==> src/verilog/acc_defs.vh <==
// Purpose: constants for the converter control block
// Assumes: AXI4-Lite register bus, 25 MHz core clock
// Notes:   included by acc_top.v and by the testbench
// Contract
// - Eight external inputs plus temperature ninth channel
// - Twelve-bit successive approximation, about five microseconds
// - Single or continuous, software or pin start
// - Second timer trigger starts one conversion
// - DMA mode converts and writes RAM alone
// - Capture address spans sixteen megabytes
// - Factory calibration loaded at power-up
// - Offset and gain registers, software may overwrite
// - Result is straight unsigned binary
// - Three control registers reach everything
// - Pin rising edge holds and starts conversion
// - Pin ignored unless its enable set
// - Timer overflow starts conversion when enabled
`ifndef ACC_DEFS_VH
`define ACC_DEFS_VH
// Register byte offsets
`define ACC_CON1_OFS     4'h0
`define ACC_CON2_OFS     4'h4
`define ACC_CON3_OFS     4'h8
`define ACC_RES_OFS      4'hC
// Reset values
`define ACC_CON1_RST     8'h20
`define ACC_CON2_RST     8'h00
// Control 1 fields
`define ACC_C1_XEN       0
`define ACC_C1_TEN       1
// Control 2 fields
`define ACC_C2_SINGLE    4
`define ACC_C2_CONT      5
`define ACC_C2_DMA       6
`define ACC_C2_DONE      7
// Channel codes
`define ACC_CH_TEMP      4'h8
`define ACC_CH_LAST      4'h8
// Timing
`define ACC_CONV_NS      5000
`define ACC_CLK_MHZ      25
`define ACC_RES_BITS     12
`define ACC_ADDR_BITS    24
`define ACC_STEP_W       4
// AXI responses
`define ACC_RESP_OKAY    2'b00
`define ACC_RESP_SLVERR  2'b10
`endif

==> src/verilog/acc_top.v <==
// Purpose: converter control: triggers, SAR sequence, calibration, DMA, regs
// Assumes: comparator from analog front end, RAM write port with ready
// Notes:   registers: 0 control1, 4 control2, 8 control3/cal, C result
//
// Added by the designer: the register addresses and register access over AXI4-Lite.
`timescale 1ns/1ps
`include "acc_defs.vh"
module acc_top (
    input  wire        core_clk_in,
    input  wire        rst_n_in,
    input  wire [3:0]  s_axi_awaddr_in,
    input  wire        s_axi_awvalid_in,
    output wire        s_axi_awready_out,
    input  wire [31:0] s_axi_wdata_in,
    input  wire [3:0]  s_axi_wstrb_in,
    input  wire        s_axi_wvalid_in,
    output wire        s_axi_wready_out,
    output reg  [1:0]  s_axi_bresp_out,
    output reg         s_axi_bvalid_out,
    input  wire        s_axi_bready_in,
    input  wire [3:0]  s_axi_araddr_in,
    input  wire        s_axi_arvalid_in,
    output wire        s_axi_arready_out,
    output reg  [31:0] s_axi_rdata_out,
    output reg  [1:0]  s_axi_rresp_out,
    output reg         s_axi_rvalid_out,
    input  wire        s_axi_rready_in,
    input  wire        convert_start_pin_n_in,
    input  wire        timer2_overflow_in,
    input  wire [11:0] factory_offset_in,
    input  wire [11:0] factory_gain_in,
    input  wire        comparator_in,
    output reg  [3:0]  channel_select_out,
    output reg         track_hold_out,
    output reg  [11:0] dac_code_out,
    output reg  [11:0] cal_offset_out,
    output reg  [11:0] cal_gain_out,
    output reg  [23:0] dma_addr_out,
    output reg  [15:0] dma_data_out,
    output reg         dma_wr_out,
    input  wire        dma_ready_in,
    output wire        irq_out
);
    ////////////////////////////////////////////////////////////////////////
    // Timing derived from the conversion time, rounded down
    localparam integer CONV_CYC   = (`ACC_CONV_NS * `ACC_CLK_MHZ) / 1000;
    localparam integer BIT_CYC_I  = CONV_CYC / `ACC_RES_BITS;
    localparam [7:0]   BIT_CYC    = BIT_CYC_I[7:0];
    // One-hot states
    localparam [4:0] S_IDLE = 5'b0_0001;
    localparam [4:0] S_CAL  = 5'b0_0010;
    localparam [4:0] S_BITS = 5'b0_0100;
    localparam [4:0] S_DONE = 5'b0_1000;
    localparam [4:0] S_DMA  = 5'b1_0000;

    reg [7:0]  con1_r;
    reg [7:0]  con2_r;
    reg [23:0] dma_end_r;
    reg [11:0] result_r;
    reg [4:0]  state_r;
    reg [7:0]  tick_r;
    reg [3:0]  bit_r;
    reg [11:0] sar_r;
    reg        cont_run_r;
    reg [1:0]  pin_sync_r;
    reg        pin_prev_r;
    reg [1:0]  tmr_sync_r;
    reg        tmr_prev_r;
    reg        done_set;
    reg        mask_r;
    reg        aw_hold_r;
    reg        w_hold_r;
    reg [3:0]  aw_addr_r;
    reg [31:0] w_data_r;
    reg [3:0]  w_strb_r;

    // Clamp a channel code to the nine legal inputs
    function [3:0] acc_chan;
        input [3:0] c;
        begin
            acc_chan = (c > `ACC_CH_LAST) ? `ACC_CH_TEMP : c;
        end
    endfunction

    ////////////////////////////////////////////////////////////////////////
    // Trigger sources; pin and timer are synchronised first
    wire pin_rise  = pin_sync_r[1] & ~pin_prev_r;
    wire tmr_rise  = tmr_sync_r[1] & ~tmr_prev_r;
    wire ext_trig  = pin_rise & con1_r[`ACC_C1_XEN];
    wire tmr_trig  = tmr_rise & con1_r[`ACC_C1_TEN];
    wire sw_single = con2_r[`ACC_C2_SINGLE];
    wire start_req = sw_single | ext_trig | tmr_trig | cont_run_r;

    always @(posedge core_clk_in) begin
        if (!rst_n_in) begin
            pin_sync_r <= 2'b11;
            pin_prev_r <= 1'b1;
            tmr_sync_r <= 2'b00;
            tmr_prev_r <= 1'b0;
        end else begin
            pin_sync_r <= {pin_sync_r[0], convert_start_pin_n_in};
            pin_prev_r <= pin_sync_r[1];
            tmr_sync_r <= {tmr_sync_r[0], timer2_overflow_in};
            tmr_prev_r <= tmr_sync_r[1];
        end
    end

    ////////////////////////////////////////////////////////////////////////
    // AXI4-Lite handshakes: hold address and data until both present
    assign s_axi_awready_out = ~aw_hold_r & ~s_axi_bvalid_out;
    assign s_axi_wready_out  = ~w_hold_r & ~s_axi_bvalid_out;
    assign s_axi_arready_out = ~s_axi_rvalid_out;
    wire       aw_have = aw_hold_r | s_axi_awvalid_in;
    wire       w_have  = w_hold_r | s_axi_wvalid_in;
    wire       do_wr   = aw_have & w_have & ~s_axi_bvalid_out;
    wire [3:0] wa      = aw_hold_r ? aw_addr_r : s_axi_awaddr_in;
    wire [31:0] wd     = w_hold_r ? w_data_r : s_axi_wdata_in;
    wire [3:0] ws      = w_hold_r ? w_strb_r : s_axi_wstrb_in;
    wire       do_rd   = s_axi_arvalid_in & ~s_axi_rvalid_out;
    wire       rd_con2 = do_rd & (s_axi_araddr_in == `ACC_CON2_OFS);
    // Plain write to control2 byte: start bits and mode
    wire       wr_con2 = do_wr & (wa == `ACC_CON2_OFS) & ws[0];

    always @(posedge core_clk_in) begin
        if (!rst_n_in) begin
            aw_hold_r        <= 1'b0;
            w_hold_r         <= 1'b0;
            aw_addr_r        <= 4'h0;
            w_data_r         <= 32'h0000_0000;
            w_strb_r         <= 4'h0;
            s_axi_bvalid_out <= 1'b0;
            s_axi_bresp_out  <= `ACC_RESP_OKAY;
        end else begin
            if (do_wr) begin
                aw_hold_r        <= 1'b0;
                w_hold_r         <= 1'b0;
                s_axi_bvalid_out <= 1'b1;
                s_axi_bresp_out  <= (wa == `ACC_RES_OFS || wa[1:0] != 2'b00) ?
                                    `ACC_RESP_SLVERR : `ACC_RESP_OKAY;
            end else begin
                if (s_axi_awvalid_in & s_axi_awready_out) begin
                    aw_hold_r <= 1'b1;
                    aw_addr_r <= s_axi_awaddr_in;
                end
                if (s_axi_wvalid_in & s_axi_wready_out) begin
                    w_hold_r <= 1'b1;
                    w_data_r <= s_axi_wdata_in;
                    w_strb_r <= s_axi_wstrb_in;
                end
                if (s_axi_bvalid_out & s_axi_bready_in)
                    s_axi_bvalid_out <= 1'b0;
            end
        end
    end

    ////////////////////////////////////////////////////////////////////////
    // Read channel; reading control2 clears the sticky done flag
    always @(posedge core_clk_in) begin
        if (!rst_n_in) begin
            s_axi_rvalid_out <= 1'b0;
            s_axi_rdata_out  <= 32'h0000_0000;
            s_axi_rresp_out  <= `ACC_RESP_OKAY;
        end else if (do_rd) begin
            s_axi_rvalid_out <= 1'b1;
            s_axi_rresp_out  <= `ACC_RESP_OKAY;
            case (s_axi_araddr_in)
                `ACC_CON1_OFS: s_axi_rdata_out <= {24'h00_0000, con1_r};
                `ACC_CON2_OFS: s_axi_rdata_out <= {24'h00_0000, con2_r};
                `ACC_CON3_OFS: s_axi_rdata_out <= {7'h00, mask_r, cal_gain_out, cal_offset_out};
                `ACC_RES_OFS:  s_axi_rdata_out <= {20'h0_0000, result_r};
                default: begin
                    s_axi_rdata_out <= 32'h0000_0000;
                    s_axi_rresp_out <= `ACC_RESP_SLVERR;
                end
            endcase
        end else if (s_axi_rready_in) begin
            s_axi_rvalid_out <= 1'b0;
        end
    end

    ////////////////////////////////////////////////////////////////////////
    // Control registers and calibration; factory load happens in S_CAL
    always @(posedge core_clk_in) begin
        if (!rst_n_in) begin
            con1_r         <= `ACC_CON1_RST;
            con2_r         <= `ACC_CON2_RST;
            mask_r         <= 1'b0;
            cal_offset_out <= 12'h000;
            cal_gain_out   <= 12'h000;
            dma_end_r      <= 24'h00_0000;
        end else begin
            if (state_r == S_CAL) begin
                cal_offset_out <= factory_offset_in;
                cal_gain_out   <= factory_gain_in;
            end
            if (do_wr) begin
                case (wa)
                    `ACC_CON1_OFS: if (ws[0]) con1_r <= wd[7:0];
                    `ACC_CON2_OFS: if (ws[0]) con2_r[6:0] <= wd[6:0];
                    `ACC_CON3_OFS: begin
                        if (ws[0]) cal_offset_out[7:0] <= wd[7:0];
                        if (ws[1]) cal_offset_out[11:8] <= wd[11:8];
                        if (ws[1]) cal_gain_out[3:0] <= wd[15:12];
                        if (ws[2]) cal_gain_out[11:4] <= wd[23:16];
                        if (ws[3]) mask_r <= wd[24];
                        if (ws[3]) dma_end_r <= {wd[31:25], 17'h1_FFFF};
                    end
                    default: ;
                endcase
            end
            // Single-start bit self-clears once taken
            if (state_r == S_IDLE && sw_single && !wr_con2)
                con2_r[`ACC_C2_SINGLE] <= 1'b0;
            // Done flag: set wins over the read clear
            if (done_set)
                con2_r[`ACC_C2_DONE] <= 1'b1;
            else if (rd_con2)
                con2_r[`ACC_C2_DONE] <= 1'b0;
        end
    end

    assign irq_out = con2_r[`ACC_C2_DONE] & mask_r;

    ////////////////////////////////////////////////////////////////////////
    // SAR sequencer and DMA writer
    always @(posedge core_clk_in) begin
        if (!rst_n_in) begin
            state_r            <= S_CAL;
            tick_r             <= 8'h00;
            bit_r              <= 4'h0;
            sar_r              <= 12'h000;
            result_r           <= 12'h000;
            cont_run_r         <= 1'b0;
            done_set           <= 1'b0;
            track_hold_out     <= 1'b0;
            dac_code_out       <= 12'h000;
            channel_select_out <= 4'h0;
            dma_addr_out       <= 24'h00_0000;
            dma_data_out       <= 16'h0000;
            dma_wr_out         <= 1'b0;
        end else begin
            done_set <= 1'b0;
            cont_run_r <= con2_r[`ACC_C2_CONT] | con2_r[`ACC_C2_DMA];
            case (state_r)
                S_CAL: state_r <= S_IDLE;
                S_IDLE: begin
                    if (!con2_r[`ACC_C2_DMA])
                        dma_addr_out <= 24'h00_0000;
                    if (start_req) begin
                        channel_select_out <= acc_chan(con2_r[3:0]);
                        track_hold_out     <= 1'b1;
                        sar_r              <= 12'h800;
                        dac_code_out       <= 12'h800;
                        bit_r              <= 4'd11;
                        tick_r             <= BIT_CYC;
                        state_r            <= S_BITS;
                    end
                end
                S_BITS: begin
                    // One bit per interval; twelve give about five us
                    if (tick_r != 8'h00) begin
                        tick_r <= tick_r - 8'h01;
                    end else begin
                        tick_r <= BIT_CYC;
                        if (!comparator_in)
                            sar_r[bit_r] <= 1'b0;
                        if (bit_r == 4'd0) begin
                            state_r <= S_DONE;
                        end else begin
                            sar_r[bit_r - 4'd1]        <= 1'b1;
                            dac_code_out               <= (comparator_in ? sar_r : (sar_r & ~(12'h001 << bit_r)))
                                                          | (12'h001 << (bit_r - 4'd1));
                            bit_r                      <= bit_r - 4'd1;
                        end
                    end
                end
                S_DONE: begin
                    track_hold_out <= 1'b0;
                    result_r       <= sar_r;
                    if (con2_r[`ACC_C2_DMA]) begin
                        dma_data_out <= {channel_select_out, sar_r};
                        dma_wr_out   <= 1'b1;
                        state_r      <= S_DMA;
                    end else begin
                        done_set <= 1'b1;
                        state_r  <= S_IDLE;
                    end
                end
                S_DMA: begin
                    // Stall until the RAM port accepts the word
                    if (dma_ready_in) begin
                        dma_wr_out   <= 1'b0;
                        dma_addr_out <= dma_addr_out + 24'h00_0002;
                        if (dma_addr_out >= dma_end_r - 24'h00_0001) begin
                            done_set <= 1'b1;
                            state_r  <= S_IDLE;
                        end else begin
                            state_r <= S_IDLE;
                        end
                    end
                end
                default: state_r <= S_IDLE;
            endcase
        end
    end
endmodule // acc_top
==> config.mk <==
export PLATFORM = sky130hd
export DESIGN_NAME = acc_top
export DESIGN_NICKNAME = d
export VERILOG_FILES = /design/src/verilog/acc_top.v
export VERILOG_INCLUDE_DIRS = /design/src /design/src/verilog
export SDC_FILE = /design/constraint.sdc
export NUM_CORES = 1
export LEC_CHECK = 0
export ABC_CLOCK_PERIOD_IN_PS = 3000
export BUFFER_PORTS_ARGS = -buffer_cell sky130_fd_sc_hd__buf_2
export CORE_MARGIN = 1
export CORE_UTILIZATION = 35
export DETAILED_ROUTE_END_ITERATION = 10
export GPL_TIMING_DRIVEN = 1
export PLACE_DENSITY_LB_ADDON = 0.08
export SKIP_CTS_REPAIR_TIMING = 1
export SYNTH_ARGS = -nofsm -noshare
export SYNTH_HDL_FRONTEND = slang
export SYNTH_SLANG_ARGS = --single-unit
export TNS_END_PERCENT = 20
==> constraint.sdc <==
create_clock -name core_clk_in -period 3 [get_ports core_clk_in]
set_clock_uncertainty 0.05 [all_clocks]
set_input_delay 0 -clock core_clk_in [delete_from_list [all_inputs] [get_ports core_clk_in]]
set_output_delay 0 -clock core_clk_in [all_outputs]
set_load 0.005 [all_outputs]
==> summary.txt <==
Worst setup path
  • CP cell instances: or3b_1 -> a2111oi_4 -> buf_4 -> and3_1 -> nor2_1 -> a211oi_1
  • WP buf/inv: 1
  • Largest delay share family, worst path: simple AND/OR/NAND/NOR gates
  • CP max-delay cell: and3_1
  • Worst setup path class: register to register
  • Crit path launch type: register
  • Worst reg2reg path depth: 6
  • Worst setup EP type: register
  • R2r setup slk: 0.46 ns
  • Crit. Startpoint: aw_hold_r$_SDFFE_PP0P_
  • Worst path max stage delay: 0.58 ns
  • Worst-path fanout max: 17
  • FF-to-FF End: dma_end_r[17]$_SDFFE_PN0P_
  • WP data required: 3.39 ns
  • FF-to-FF Start: aw_hold_r$_SDFFE_PP0P_
  • Cell count along the critical path: 6
  • Critical Path End: dma_end_r[17]$_SDFFE_PN0P_
  • Crit path DAT: 2.93 ns

GRT
  • Initial antenna violation count: 0
  • Largest net degree at the start of global routing: 71
  • Total global-route track usage: 0.2043
  • Vias in the first global route: 8253
  • First-pass GRT wire length: 47120 um
  • Total grt overflow: 0

Hold path
  • Worst hold start: s_axi_araddr_in[2]
  • Hold crit path type: input port to register

Final layout
  • Seq. cell area: 4526 um2
  • Ratio of cells with drive above 1 in the final layout: 0.2033
  • Layout Cells excl Fill: 1819
  • Layout net count: 1518
  • Most frequent cells in the layout: dfxtp_1 (225), buf_2 (192), nand2_1 (187), a21oi_1 (114), nor2_1 (93)
  • Multi-input logic area: 5126 um2
  • Synthesis-to-layout area growth: 28.83%
  • Inserted Diodes: 0
  • Most common cell after layout, fill and taps aside: dfxtp_1
  • Fillers: 2883

Detailed routing
  • First-pass iteration count of the detailed router: 5
  • Final wirelength: 31570 um
  • Via density: 5.087
  • DR iter-0 viols: 524
  • Post-route DRC: 0
  • Vias: 9253
  • Mean routed wirelength per cell: 17.36 um
  • Antenna-violating nets left: 0

Power and ir drop
  • Peak VDD IR: 427.4 uV
  • Pwr/cell area: 531.3 nW/um2
  • Total design power: 6.909 mW
  • P_leak: 5.162 nW

Timing
  • Fin. Hold Viols: 1
  • PnR worst setup slack: 0.4602 ns
  • RSZ-0062 raised after global routing: false
  • Crit path time final: 2.540 ns
  • Slew Limit Fails: 0
  • Worst slew margin: 0.4510
  • Setup TNS: 0 ns
  • Highest Clock Rate: 393.7 MHz
  • Hold WS: -0.006926 ns
  • Setup violations, final: 0
  • Final clock period utilization by the worst path: 0.8466
  • Worst Tran Pin Value: 0.8234 ns

Logic synthesis
  • Post-synth ARST share: 0
  • Syn_area_per_cell: 8.547 um2
  • #FFs+latches synth: 226
  • YS warnings: 0
  • EDFF count, synth: 0
  • Sequential element share of the synthesized area: 0.4482
  • Primary FF master, synth: dfxtp_1
  • Yosys cell types: 69
  • Synth Instances: 1181
  • Cell Area, Synth: 10090 um2

Placement
  • Post-placement cell count: 1691
  • Setup WS pre-CTS: 0.4791 ns
  • Hpwl dp: 21880 um
  • GP Congestion: 0.8277
  • Port bufs: 192

Clocking
  • Clock tree buffer depth: 3
  • Root Driver: clkbuf_16
  • Worst-path clk slew: 0.06 ns
  • CTS tree: yes
  • Num CTS Buffers: 27
  • Clk sink count: 226
  • Worst skew pair latency: 0.53 ns
  • H-tree depth: 1

Floorplan
  • IO Count: 203
  • Die extent in y: 171.8 um
  • Row cnt: 61
  • Initial core utilization: 0.3594
  • Area of the core: 28090 um2
  • Die W: 171.8 um
  • Die area: 29520 um2

Outcome
  • Failing checks: negative hold slack
  • Status: finished with violations

Flow run
  • Max cap viols: 0
## cells by family (layout without fill, tap and decap cells)
family,after synthesis,count (layout),share of synthesized area
AND/OR/NAND/NOR,456,456,0.2140
AO/OA/AOI/OAI,282,282,0.1754
flip-flops,226,226,0.4482
buffers and inverters,112,363,0.04723
multiplexers,64,64,0.07339
XOR/XNOR,22,22,0.01909
adder cells (fa/ha/maj),18,18,0.02231
other,1,10,0.0003715
## metal layers
layer	wire length, um	global-route usage	share of wire
met5	0	0	0
met1	15500	0.2982	0.49
met4	517	0.04463	0.016
met2	14030	0.3175	0.44
met3	1524	0.02761	0.048
## worst min path at each step
stage	to	cells past startpoint
2_1_floorplan	pin_sync_r[0]$_SDFF_PN1_	1
3_3_place_gp	pin_sync_r[0]$_SDFF_PN1_	2
3_5_place_dp	pin_sync_r[0]$_SDFF_PN1_	2
4_1_cts	pin_sync_r[0]$_SDFF_PN1_	2
5_1_grt	con2_r[7]$_SDFFE_PN0P_	4
6_report	con2_r[7]$_SDFFE_PN0P_	4
## cells in the mapped netlist, types with 11 or more instances
library cell  count  area, um2
nor2b_1          19      118.9
mux2i_1          38      380.4
clkbuf_1         62      232.7
o21ai_0          43      215.2
nand2_1         187      701.9
dfxtp_1         226       4524
inv_1            23      86.33
nor2_1           93      349.1
xnor2_1          16      140.1
nor3_1           27      135.1
nand3_1          42      210.2
a22oi_1          21      157.7
a21oi_1         114      570.6
nand3b_1         13      97.59
a211oi_1         47      352.8
ha_1             18      225.2
buf_4            11      82.58
mux2_2           20      225.2
## state kept, by name (all words and copies together), names as in the netlist, 12 cells and up
signal and cells:
dac_code_out 12, dma_data_out 16, cal_gain_out 12, w_data_r 32, cal_offset_out 12, s_axi_rdata_out 25
dma_addr_out 23, result_r 12, sar_r 12
## worst min-delay path, cell delays in order
cell,delay (ns)
buf_2,0.25
nand3b_1,0.15
a21oi_1,0.06
nor2_1,0.07
## through the flow
stage          area [um2]  utilization
5_1_grt             13000       0.4630
2_1_floorplan       10130            -
3_5_place_dp        11350       0.4041
3_3_place_gp        11350       0.4041
4_1_cts             12210       0.4348
6_report            13000       0.4630
## area by class of cell
type / count / area share
Multi-Input combinational cell: 852 / 0.3942
Sequential cell: 226 / 0.3480
Timing Repair Buffer: 291 / 0.1482
Clock buffer: 41 / 0.06062
Tap cell: 378 / 0.03637
Inverter: 23 / 0.006832
Clock inverter: 8 / 0.005773
## power by group
group,internal [mW],total (mW),leakage [nW],switching [mW]
logic,0.277,0.612,2.91,0.335
clock network,1.89,3.17,0.424,1.28
registers,3.07,3.13,1.83,0.0567
total,5.24,6.91,5.16,1.67
Power figures use the tool's default switching activity.
